--- src/core/bsc_pkg.sv ---
// boundary-scan constants, state codes and carrier types
// assumes a 5-bit instruction register and a sampled scan port
`default_nettype none

package bsc_pkg;

    localparam int         IR_LEN       = 5;
    localparam logic [4:0] OP_EXTEST    = 5'h00;
    localparam logic [4:0] OP_SAMPLE    = 5'h01;
    localparam logic [4:0] OP_INTERNAL_SCAN_ENABLE_INSTR   = 5'h02;
    localparam logic [4:0] OP_CLAMP     = 5'h04;
    localparam logic [4:0] OP_BYPASS    = 5'h1F;
    localparam logic [4:0] IR_CAPTURE   = 5'h01;
    localparam logic [4:0] IR_RESET_VAL = OP_BYPASS;
    localparam logic       BYP_CAPTURE  = 1'h0;
    localparam logic       CTRL_DRIVE   = 1'h1;
    localparam int         PINS_DEF     = 8;
    localparam int         FIFO_DEPTH   = 32;

    typedef enum logic [15:0] {
        ST_RESET   = 16'h0001,
        ST_IDLE    = 16'h0002,
        ST_SEL_DR  = 16'h0004,
        ST_CAPT_DR = 16'h0008,
        ST_SHFT_DR = 16'h0010,
        ST_EX1_DR  = 16'h0020,
        ST_PAUS_DR = 16'h0040,
        ST_EX2_DR  = 16'h0080,
        ST_UPD_DR  = 16'h0100,
        ST_SEL_IR  = 16'h0200,
        ST_CAPT_IR = 16'h0400,
        ST_SHFT_IR = 16'h0800,
        ST_EX1_IR  = 16'h1000,
        ST_PAUS_IR = 16'h2000,
        ST_EX2_IR  = 16'h4000,
        ST_UPD_IR  = 16'h8000
    } bsc_tap_state_t;

    typedef struct packed {
        logic tck;
        logic tms;
        logic tdi;
    } bsc_scan_port_t;

endpackage : bsc_pkg

`default_nettype wire

--- src/core/bsc_scan_port.sv ---
// boundary-scan test port: tap sequencer, instruction register,
// bypass and boundary registers, pin muxing, snapshot fifo
// assumes tck/tms/tdi and pins are asynchronous to clk_sys_in and
// that tck is much slower than clk_sys_in; fifo depth a power of two
`timescale 1ns/1ns
`default_nettype none

module bsc_snap_fifo #(
    parameter int WIDTH = 8,
    parameter int DEPTH = 32
) (
    input  wire logic             clk_in,
    input  wire logic             rst_n_in,
    input  wire logic             in_valid_in,
    input  wire logic [WIDTH-1:0] in_data_in,
    output logic                  in_ready_out,
    output logic                  out_valid_out,
    output logic      [WIDTH-1:0] out_data_out,
    input  wire logic             out_ready_in
);
    localparam int AW = $clog2(DEPTH);
    localparam int CW = $clog2(DEPTH + 1);

    logic [WIDTH-1:0] mem [DEPTH];
    logic [AW-1:0]    wr_ptr;
    logic [AW-1:0]    rd_ptr;
    logic [CW-1:0]    count;
    logic [CW-1:0]    next_count;
    logic             push;
    logic             pop;

    assign push = in_valid_in & in_ready_out;
    assign pop  = (count != '0) & (~out_valid_out | out_ready_in);

    always_comb begin
        next_count = count;
        if (push & ~pop) begin
            next_count = count + CW'(1);
        end else if (pop & ~push) begin
            next_count = count - CW'(1);
        end
    end

    always_ff @(posedge clk_in) begin
        if (push) begin
            mem[wr_ptr] <= in_data_in;
        end
    end

    always_ff @(posedge clk_in) begin
        if (!rst_n_in) begin
            wr_ptr       <= '0;
            rd_ptr       <= '0;
            count        <= '0;
            in_ready_out <= 1'b1;
        end else begin
            if (push) begin
                wr_ptr <= wr_ptr + AW'(1);
            end
            if (pop) begin
                rd_ptr <= rd_ptr + AW'(1);
            end
            count        <= next_count;
            in_ready_out <= next_count != CW'(DEPTH);
        end
    end

    // output stage, stalls while the reader holds ready low
    always_ff @(posedge clk_in) begin
        if (!rst_n_in) begin
            out_valid_out <= 1'b0;
            out_data_out  <= '0;
        end else if (pop) begin
            out_valid_out <= 1'b1;
            out_data_out  <= mem[rd_ptr];
        end else if (out_ready_in) begin
            out_valid_out <= 1'b0;
        end
    end
endmodule : bsc_snap_fifo

module bsc_scan_port
    import bsc_pkg::*;
#(
    parameter int NUM_PINS   = PINS_DEF,
    parameter int SNAP_DEPTH = FIFO_DEPTH
) (
    input  wire logic                clk_sys_in,
    input  wire logic                rst_n_in,
    input  wire logic                tck_in,
    input  wire logic                tms_in,
    input  wire logic                tdi_in,
    output logic                     tdo_out,
    output logic                     tdo_oe_out,
    input  wire logic [NUM_PINS-1:0] pin_in,
    output logic      [NUM_PINS-1:0] pin_out,
    output logic      [NUM_PINS-1:0] pin_oe_out,
    input  wire logic [NUM_PINS-1:0] sys_out_in,
    input  wire logic [NUM_PINS-1:0] sys_oe_in,
    output logic      [NUM_PINS-1:0] core_in_out,
    output logic                     internal_scan_enable_instr_out,
    output logic                     snap_valid_out,
    output logic      [NUM_PINS-1:0] snap_data_out,
    input  wire logic                snap_ready_in,
    output logic                     snap_in_ready_out
);
    localparam int BSR_LEN = NUM_PINS + 1;

    bsc_scan_port_t       port_meta;
    bsc_scan_port_t       port_sync;
    logic [NUM_PINS-1:0]  pin_meta;
    logic [NUM_PINS-1:0]  pin_sync;
    logic                 tck_prev;
    logic                 tck_rise;
    logic                 tck_fall;
    bsc_tap_state_t       tap_state;
    bsc_tap_state_t       next_tap_state;
    logic [IR_LEN-1:0]    ir_shift;
    logic [IR_LEN-1:0]    ir_active;
    logic                 bypass_bit;
    logic [BSR_LEN-1:0]   bsr_shift;
    logic [BSR_LEN-1:0]   bsr_upd;
    logic                 is_extest;
    logic                 is_sample;
    logic                 is_clamp;
    logic                 sel_bsr;
    logic                 drive_test;
    logic                 snap_push;

    // two-stage synchronisers; first stage feeds only the second
    always_ff @(posedge clk_sys_in) begin
        if (!rst_n_in) begin
            port_meta <= '0;
            port_sync <= '0;
            pin_meta  <= '0;
            pin_sync  <= '0;
            tck_prev  <= 1'b0;
        end else begin
            port_meta <= '{tck: tck_in, tms: tms_in, tdi: tdi_in};
            port_sync <= port_meta;
            pin_meta  <= pin_in;
            pin_sync  <= pin_meta;
            tck_prev  <= port_sync.tck;
        end
    end

    assign tck_rise = port_sync.tck & ~tck_prev;
    assign tck_fall = ~port_sync.tck & tck_prev;

    // instruction decode; anything else falls back to bypass
    assign is_extest  = ir_active == OP_EXTEST;
    assign is_sample  = ir_active == OP_SAMPLE;
    assign is_clamp   = ir_active == OP_CLAMP;
    assign sel_bsr    = is_extest | is_sample;
    assign drive_test = is_extest | is_clamp;

    always_comb begin
        case (tap_state)
            ST_RESET:   next_tap_state = port_sync.tms ? ST_RESET : ST_IDLE;
            ST_IDLE:    next_tap_state = port_sync.tms ? ST_SEL_DR : ST_IDLE;
            ST_SEL_DR:  next_tap_state = port_sync.tms ? ST_SEL_IR
                                                       : ST_CAPT_DR;
            ST_CAPT_DR: next_tap_state = port_sync.tms ? ST_EX1_DR
                                                       : ST_SHFT_DR;
            ST_SHFT_DR: next_tap_state = port_sync.tms ? ST_EX1_DR
                                                       : ST_SHFT_DR;
            ST_EX1_DR:  next_tap_state = port_sync.tms ? ST_UPD_DR
                                                       : ST_PAUS_DR;
            ST_PAUS_DR: next_tap_state = port_sync.tms ? ST_EX2_DR
                                                       : ST_PAUS_DR;
            ST_EX2_DR:  next_tap_state = port_sync.tms ? ST_UPD_DR
                                                       : ST_SHFT_DR;
            ST_UPD_DR:  next_tap_state = port_sync.tms ? ST_SEL_DR : ST_IDLE;
            ST_SEL_IR:  next_tap_state = port_sync.tms ? ST_RESET
                                                       : ST_CAPT_IR;
            ST_CAPT_IR: next_tap_state = port_sync.tms ? ST_EX1_IR
                                                       : ST_SHFT_IR;
            ST_SHFT_IR: next_tap_state = port_sync.tms ? ST_EX1_IR
                                                       : ST_SHFT_IR;
            ST_EX1_IR:  next_tap_state = port_sync.tms ? ST_UPD_IR
                                                       : ST_PAUS_IR;
            ST_PAUS_IR: next_tap_state = port_sync.tms ? ST_EX2_IR
                                                       : ST_PAUS_IR;
            ST_EX2_IR:  next_tap_state = port_sync.tms ? ST_UPD_IR
                                                       : ST_SHFT_IR;
            ST_UPD_IR:  next_tap_state = port_sync.tms ? ST_SEL_DR : ST_IDLE;
            default:    next_tap_state = ST_RESET;
        endcase
    end

    // sequencer advances on tck rise only
    always_ff @(posedge clk_sys_in) begin
        if (!rst_n_in) begin
            tap_state <= ST_RESET;
        end else if (tck_rise) begin
            tap_state <= next_tap_state;
        end
    end

    // instruction register: shift on rise, latch on fall
    always_ff @(posedge clk_sys_in) begin
        if (!rst_n_in) begin
            ir_shift  <= IR_CAPTURE;
            ir_active <= IR_RESET_VAL;
        end else begin
            if (tck_rise && tap_state == ST_CAPT_IR) begin
                ir_shift <= IR_CAPTURE;
            end else if (tck_rise && tap_state == ST_SHFT_IR) begin
                ir_shift <= {port_sync.tdi, ir_shift[IR_LEN-1:1]};
            end
            if (tck_fall && tap_state == ST_RESET) begin
                ir_active <= IR_RESET_VAL;
            end else if (tck_fall && tap_state == ST_UPD_IR) begin
                ir_active <= ir_shift;
            end
        end
    end

    // bypass register, used for clamp, bypass and unknown codes
    always_ff @(posedge clk_sys_in) begin
        if (!rst_n_in) begin
            bypass_bit <= BYP_CAPTURE;
        end else if (tck_rise && !sel_bsr) begin
            if (tap_state == ST_CAPT_DR) begin
                bypass_bit <= BYP_CAPTURE;
            end else if (tap_state == ST_SHFT_DR) begin
                bypass_bit <= port_sync.tdi;
            end
        end
    end

    // boundary register: control cell at msb, one cell per pin below
    // scan port pins are never part of pin_in / pin_out
    always_ff @(posedge clk_sys_in) begin
        if (!rst_n_in) begin
            bsr_shift <= '0;
        end else if (tck_rise && sel_bsr) begin
            if (tap_state == ST_CAPT_DR) begin
                // pin level shows both inputs and driven outputs
                bsr_shift <= {pin_oe_out[0], pin_sync};
            end else if (tap_state == ST_SHFT_DR) begin
                bsr_shift <= {port_sync.tdi, bsr_shift[BSR_LEN-1:1]};
            end
        end
    end

    // update cells move on fall; clamp never touches them
    always_ff @(posedge clk_sys_in) begin
        if (!rst_n_in) begin
            bsr_upd <= '0;
        end else if (tck_fall && sel_bsr && tap_state == ST_UPD_DR) begin
            bsr_upd <= bsr_shift;
        end
    end

    // serial output changes on fall, inverted nowhere
    always_ff @(posedge clk_sys_in) begin
        if (!rst_n_in) begin
            tdo_out    <= 1'b0;
            tdo_oe_out <= 1'b0;
        end else if (tck_fall) begin
            tdo_oe_out <= (tap_state == ST_SHFT_DR)
                        | (tap_state == ST_SHFT_IR);
            if (tap_state == ST_SHFT_IR) begin
                tdo_out <= ir_shift[0];
            end else if (tap_state == ST_SHFT_DR) begin
                tdo_out <= sel_bsr ? bsr_shift[0] : bypass_bit;
            end
        end
    end

    // pin and core-side muxing; test values only change on tck fall
    always_ff @(posedge clk_sys_in) begin
        if (!rst_n_in) begin
            pin_out     <= '0;
            pin_oe_out  <= '0;
            core_in_out <= '0;
            internal_scan_enable_instr_out <= 1'b0;
        end else begin
            if (drive_test) begin
                pin_out    <= bsr_upd[NUM_PINS-1:0];
                pin_oe_out <= {NUM_PINS{bsr_upd[NUM_PINS] == CTRL_DRIVE}};
            end else begin
                pin_out    <= sys_out_in;
                pin_oe_out <= sys_oe_in;
            end
            core_in_out <= is_extest ? bsr_upd[NUM_PINS-1:0]
                                     : pin_sync;
            internal_scan_enable_instr_out <= ir_active == OP_INTERNAL_SCAN_ENABLE_INSTR;
        end
    end

    assign snap_push = tck_rise & sel_bsr & (tap_state == ST_CAPT_DR);

    bsc_snap_fifo #(
        .WIDTH (NUM_PINS),
        .DEPTH (SNAP_DEPTH)
    ) u_snap_fifo (
        .clk_in        (clk_sys_in),
        .rst_n_in      (rst_n_in),
        .in_valid_in   (snap_push),
        .in_data_in    (pin_sync),
        .in_ready_out  (snap_in_ready_out),
        .out_valid_out (snap_valid_out),
        .out_data_out  (snap_data_out),
        .out_ready_in  (snap_ready_in)
    );
endmodule : bsc_scan_port

`default_nettype wire

--- config.mk ---
export PLATFORM = sky130hd
export DESIGN_NAME = bsc_scan_port
export DESIGN_NICKNAME = d
export VERILOG_FILES = /design/src/core/bsc_pkg.sv /design/src/core/bsc_scan_port.sv
export SDC_FILE = /design/constraint.sdc
export NUM_CORES = 1
export LEC_CHECK = 0
export BUFFER_PORTS_ARGS = -buffer_cell sky130_fd_sc_hd__buf_4
export CORE_MARGIN = 3
export CORE_UTILIZATION = 45
export CTS_CLUSTER_DIAMETER = 60
export CTS_CLUSTER_SIZE = 30
export DETAILED_ROUTE_END_ITERATION = 8
export RECOVER_POWER = 25
export SKIP_LAST_GASP = 1
export SYNTH_ARGS = -nofsm -noshare
export SYNTH_HDL_FRONTEND = slang
export SYNTH_SLANG_ARGS = --single-unit
--- constraint.sdc ---
create_clock -name clk_sys_in -period 6.7 [get_ports clk_sys_in]
set_input_delay 0.67 -clock clk_sys_in [delete_from_list [all_inputs] [get_ports clk_sys_in]]
set_output_delay 0.67 -clock clk_sys_in [all_outputs]
set_load 0.01 [all_outputs]
### After elaboration in Yosys (flattened, before gate mapping)

Memories as Yosys holds them, arrays and structs flattened. A register that Yosys moved wholly into a read port is not among the register bits.
Cells that the tools add are included.

| cells by class | value |
|---|---|
| add/sub/neg operators | 4 |
| eq/ne operators | 20 |
| mux-type cells | 29 |
| bitwise logic cells | 18 |
| reductions and logical operators | 23 |

Operators by type and width:

| kind | number |
|---|---|
| one-hot mux 16 bit (12 select lines) | 1 |
| two-way mux 9 bit | 4 |
| two-way mux 16 bit | 2 |
| two-way mux 8 bit | 4 |
| two-way mux 6 bit | 3 |
| == test 16 x 1 -> 1 bit, second input constant | 1 |
| == test 16 x 10 -> 1 bit, second input constant | 1 |
| == test 16 x 11 -> 1 bit, second input constant | 1 |
| == test 16 x 12 -> 1 bit, second input constant | 1 |
| == test 16 x 13 -> 1 bit, second input constant | 1 |
| == test 16 x 14 -> 1 bit, second input constant | 1 |
| == test 16 x 15 -> 1 bit, second input constant | 1 |
| == test 16 bit, second input constant | 1 |
| == test 16 x 2 -> 1 bit, second input constant | 1 |
| == test 16 x 3 -> 1 bit, second input constant | 1 |
| == test 16 x 4 -> 1 bit, second input constant | 1 |
| == test 16 x 5 -> 1 bit, second input constant | 1 |
| == test 16 x 6 -> 1 bit, second input constant | 1 |
| == test 16 x 7 -> 1 bit, second input constant | 1 |
| == test 16 x 8 -> 1 bit, second input constant | 1 |
| == test 16 x 9 -> 1 bit, second input constant | 1 |
| two-way mux 15 bit | 1 |
| two-way mux 13 bit | 1 |
| two-way mux 11 bit | 1 |
| 22 further kinds | 61 |

| storage, ports and cells | value |
|---|---|
| flip-flop bits (word level) | 113 |
| RAM bits | 256 |
| input port bits | 30 |
| output and inout port bits | 37 |
| memories | 1 |

Memory list:

| memory | depth | bits a word | rd ports | clocked after Yosys merged registers in | write ports | RTL line | RTL |
|---|---|---|---|---|---|---|---|
| u_snap_fifo.mem | 32 | 8 | 1 | 1 | 1 | bsc_scan_port.sv:24 | `logic [WIDTH-1:0] mem [DEPTH];` |

### Logic depth before layout (Yosys ltp)

| logic depth | value |
|---|---|
| word-level depth | 10 |
| mapped depth | 10 |
| mapped depth without buffers | 8 |

### Cells and area by module

Synthesis repeated with hierarchy kept, for this count alone.

| second synthesis, totals | value |
|---|---|
| cell total of the unflattened synthesis | 1,081 |
| area, all modules | 15,254.6 µm² |

Modules (own cells, without submodules):

| module | times used | cells an instance | area each (µm²) |
|---|---|---|---|
| bsc_snap_fifo | 1 | 645 | 11,230.8 |
| bsc_scan_port | 1 | 436 | 4,023.9 |

### Least setup slack after synthesis

OpenSTA, ideal clock, no wires.

| timing | value |
|---|---|
| path kind | flip-flop to flip-flop |
| start point | register u_snap_fifo.count[0] |
| end point | register u_snap_fifo.in_ready_out |
| setup time | 0.134 ns |
| arrival | 2.409 ns |
| slack | 4.157 ns |
| cell stages (with the launch flop) | 11 |
| clock period less this slack | 2.543 ns |
| cell sequence | dfxtp_1 > clkbuf_1 > inv_1 > ha_1 > nand2b_1 > o41a_1 > clkbuf_1 > or4_1 > o21ai_0 > xor2_1 > or4_1 |

| on the way | value |
|---|---|
| longest elaborated chain between the ends | 6 |

Ends and longest elaborated chain:

| item | RTL line | RTL |
|---|---|---|
| start, declared | bsc_scan_port.sv:27 | `logic [CW-1:0] count;` |
| start signal, assigned | bsc_scan_port.sv:63 | `count <= next_count;` |
| branches (longest 4 deep; another with subtractor 6 x 1 -> 6 bit) | -- |  |
| two-way mux 6 bit (*) | bsc_scan_port.sv:37 | `if (push & ~pop) begin` |
| inequality test 6 bit (*) | bsc_scan_port.sv:64 | `in_ready_out <= next_count != CW'(DEPTH);` |
| end signal, assigned | bsc_scan_port.sv:64 |  |
| end, declared | bsc_scan_port.sv:16 | `output logic in_ready_out,` |

Mark *: on every way between the ends.
A chain may end at the register's enable or synchronous reset.

### Final worst setup path

| timing | value |
|---|---|
| start point | register port_sync[2] (netlist name) |
| end point | memory u_snap_fifo.mem[17][1] (enable) |

| on the way | value |
|---|---|
| longest elaborated chain between the ends | 6 |

Ends and longest elaborated chain:

| item | RTL line | RTL |
|---|---|---|
| start, declared | bsc_scan_port.sv:110 | `bsc_scan_port_t port_sync;` |
| start signal, assigned | bsc_scan_port.sv:140 | `port_sync <= port_meta;` |
| AND 1 bit | bsc_scan_port.sv:147 | `assign tck_rise = port_sync.tck & ~tck_prev;` |
| AND 1 bit (2 in a row) | bsc_scan_port.sv:293 | `assign snap_push = tck_rise & sel_bsr & (tap_state == ST_CAPT_DR);` |
| AND 1 bit | bsc_scan_port.sv:32 | `assign push = in_valid_in & in_ready_out;` |
| two-way mux 1 bit | bsc_scan_port.sv:45 | `if (push) begin` |
| two-way mux 1 bit (not written as such) | bsc_scan_port.sv:46 | `mem[wr_ptr] <= in_data_in;` |
| end, declared | bsc_scan_port.sv:24 |  |

Every way passes these cells.

==> impl_metrics.toml <==
[place]
dp.cells = 1481
io_buffers = 66
place_congestion = 0.831
dp_hpwl_um = 20900

[synth]
synth_top_family_by_area = "multiplexers"
synth_area_um2 = 15300
syn_nets = 1067
synth-async-reset-ratio_pct = 0
synth_area_leaders = "edfxtp_1 (50%), dfxtp_1 (16%), mux4_2 (9.4%)"
synth-xor-area-share_pct = 1.03
synth_fa_ha_area_share_pct = 0.656
netlist_instances = 1029
netlist_top_cells_count = "edfxtp_1 (256), dfxtp_1 (121), nand2_1 (81)"
ys.flop_type = "edfxtp_1"
synth_edf_count = 256
synth_largest_area_cell = "edfxtp_1"
syn_area_per_cell_um2 = 14.8
synth_cell_types = 65
synth_compound_area_share_pct = 6.16
ys_seq_elements = 377
synth_most_common_cell = "edfxtp_1"
synth_warnings = 0
synth_simple_gate_area_share_pct = 11.4
synthMuxAreaShare_pct = 12.6
yosys.area.top_type_share_pct = 50.4
synth_seq_area_share_pct = 66.2

[drt]
wl_per_cell_um = 22.1
routed_wirelength_um = 34000
drc_errors = 0
drt_iter0_drc = 626
firstDrtPassIters = 5
avgViaCountPerCell = 5.61
vias = 8653
final_antenna_net_count = 0

[setup_path]
cp-end-kind = "flip-flop"
path_class = "flip-flop to flip-flop"
rr_worst_depth = 5
required_ns = 6.85
rrSetupSlack_ns = 3.36
crit-reg2reg-launch = "port_sync[2]"
cp_max_fo = 11
critPathLaunchType = "flip-flop"
reg2reg_to = "u_snap_fifo.mem[17][1]"
critPathArrivalTime_ns = 3.50

[grt]
grt_max_degree = 114
overflow = 0
use_met3_pct = 3.19
gr-usage-met2_pct = 28.7
grt_usage_pct = 19.0
grt_pass1_vias = 8669
use_met1_pct = 28.9
grt_pass1_wl_um = 52600
antenna_found_initial = 0
grt_busiest_layer = "met1"

[clocking]
cts_made_buffers = 34
htree_num_levels = 2
clk_pin_slew_ns = 0.09
cts_resized = 0
clk_latency_ns = 0.54
cts_tree = "yes"
cts_hold_repair.buffers = 0
cts_sinks = 377
cts_max_path_buffers = 3
cts-root-buf = "clkbuf_16"
post-cts-setup-buffers = 0

[sta]
rsz0062_at_grt = "false"
finalCritPeriodShare_pct = 49.9
hold_violations = 0
worst_pin_slew_ns = 1.97
skew_ns = 0.0369
relSlewSlack_pct = -31.4
max_freq_ghz = 0.299
totalNegativeSetupSlack_ns = 0
setup_viol = 0
fin_crit_ns = 3.34
drv_slew = 280

[run_status]
status = "finished, violations left"
violations = "max-capacitance violations, max-slew violations"

[floorplanning]
pin_count = 67
floorplan.initialDensity_pct = 46.3
die_w_um = 190
core-area_um2 = 32900
die_y_um = 190
rows = 66
dieArea_um2 = 36200

[final_layout]
fin_nets = 1113
n_antenna_cell = 0
area_delta_synth_final_pct = 13.5
seqCellArea_um2 = 10100
fin_cells = 1542
final_core_util_pct = 52.6
drive_gt1_share_pct = 20.7
multi_input_area_um2 = 4870
fillers = 2676

[power_and_ir_drop]
ir_worst_vdd_uv = 272
power_density_nw_per_um2 = 313
finalPower_w = 0.00542
p_leak_nw = 6.35

[worst_hold_path]
whs_path_depth = 2
hold_end = "pin_meta[1]"
holdCritPathClass = "input pin to flip-flop"
min_from = "pin_in[1]"

[job]
drv_cap = 8
-- critical path, cell delays in order (launching register included) --
cell	delay, ns
dfxtp_1	0.36
nor2b_1	0.64
nand3_1	0.38
nor2_2	0.41
nand2_1	0.47
nor2_1	0.69
-- sequential cells by signal (all words and copies together) (netlist names), 3 cells and up --
signal	flops
ir_active	5
ir_shift	5
port_sync	3
pin_oe_out	8
port_meta	3
u_snap_fifo.rd_ptr	5
u_snap_fifo.count	6
u_snap_fifo.out_data_out	8
bsr_shift	9
core_in_out	8
pin_sync	8
u_snap_fifo.mem	256
bsr_upd	9
pin_out	8
pin_meta	8
tap_state	16
u_snap_fifo.wr_ptr	5
-- layout by cell type (no fill, tap or decap), drive strengths merged, types with 10 or more instances in the layout --
| cell | netlist | layout |
|---|---|---|
| a21boi | 35 | 35 |
| a21oi | 11 | 11 |
| and2 | 39 | 39 |
| buf | 18 | 71 |
| clkbuf | 46 | 42 |
| clkinv | 0 | 10 |
| dfxtp | 121 | 121 |
| edfxtp | 256 | 256 |
| inv | 8 | 15 |
| mux2 | 17 | 17 |
| mux2i | 29 | 29 |
| mux4 | 64 | 64 |
| nand2 | 81 | 81 |
| nand3 | 12 | 12 |
| nand4 | 10 | 10 |
| nor2 | 57 | 57 |
| nor2b | 44 | 44 |
| nor4 | 16 | 16 |
| o21ai | 23 | 23 |
| xnor2 | 11 | 11 |
-- cell families after synthesis --
family | Yosys count
flip-flops | 377
XOR/XNOR | 18
multiplexers | 110
adder cells (fa/ha/maj) | 8
AND/OR/NAND/NOR | 313
buffers and inverters | 72
AO/OA/AOI/OAI | 131
-- metal layers --
layer | vias up | part of all wire, %
met5 | - | 0
met4 | 0 | 2.2
met3 | 50 | 5.9
met2 | 261 | 45
met1 | 4333 | 47
li1 | 4009 | -
-- through the flow --
step	hold slack [ns]	area, µm²	worst slack (ns)
floorplan	0.412	15300	4.16
global placement	0.416	16100	3.48
detailed placement	0.426	16100	3.34
CTS	0.314	17300	3.35
global route	0.314	17300	3.08
finish	0.333	17300	3.36
-- where the power goes --
| part | leakage, nW | switching, W | internal (W) |
|---|---|---|---|
| clock | 0.581 | 0.000950 | 0.00113 |
| combinational | 1.96 | 0.000275 | 0.000347 |
| sequential | 3.82 | 0.000194 | 0.00252 |
-- layout make-up --
cell class | count | area share [%]
inverter | 8 | 0.173
multi-input combinational | 580 | 28.1
tap | 442 | 3.19
clock inverter | 22 | 1.88
timing repair buffer | 74 | 3.14
sequential | 377 | 58.4
clock buffer | 39 | 5.14
-- worst max-delay path by stage --
| stage | start | endpoint | slack (ns) | cells after the start |
|---|---|---|---|---|
| finish | port_sync[2] | u_snap_fifo.mem[17][1] | 3.36 | 5 |
| global route | port_sync[2] | u_snap_fifo.mem[21][2] | 3.08 | 5 |
| CTS | ir_active[2] | u_snap_fifo.mem[17][1] | 3.35 | 5 |
| detailed placement | ir_active[2] | u_snap_fifo.mem[17][4] | 3.34 | 5 |
| global placement | ir_active[2] | u_snap_fifo.mem[17][4] | 3.48 | 5 |
| floorplan | u_snap_fifo.count[0] | u_snap_fifo.in_ready_out | 4.16 | 10 |
Power figures use the tool's default switching activity.
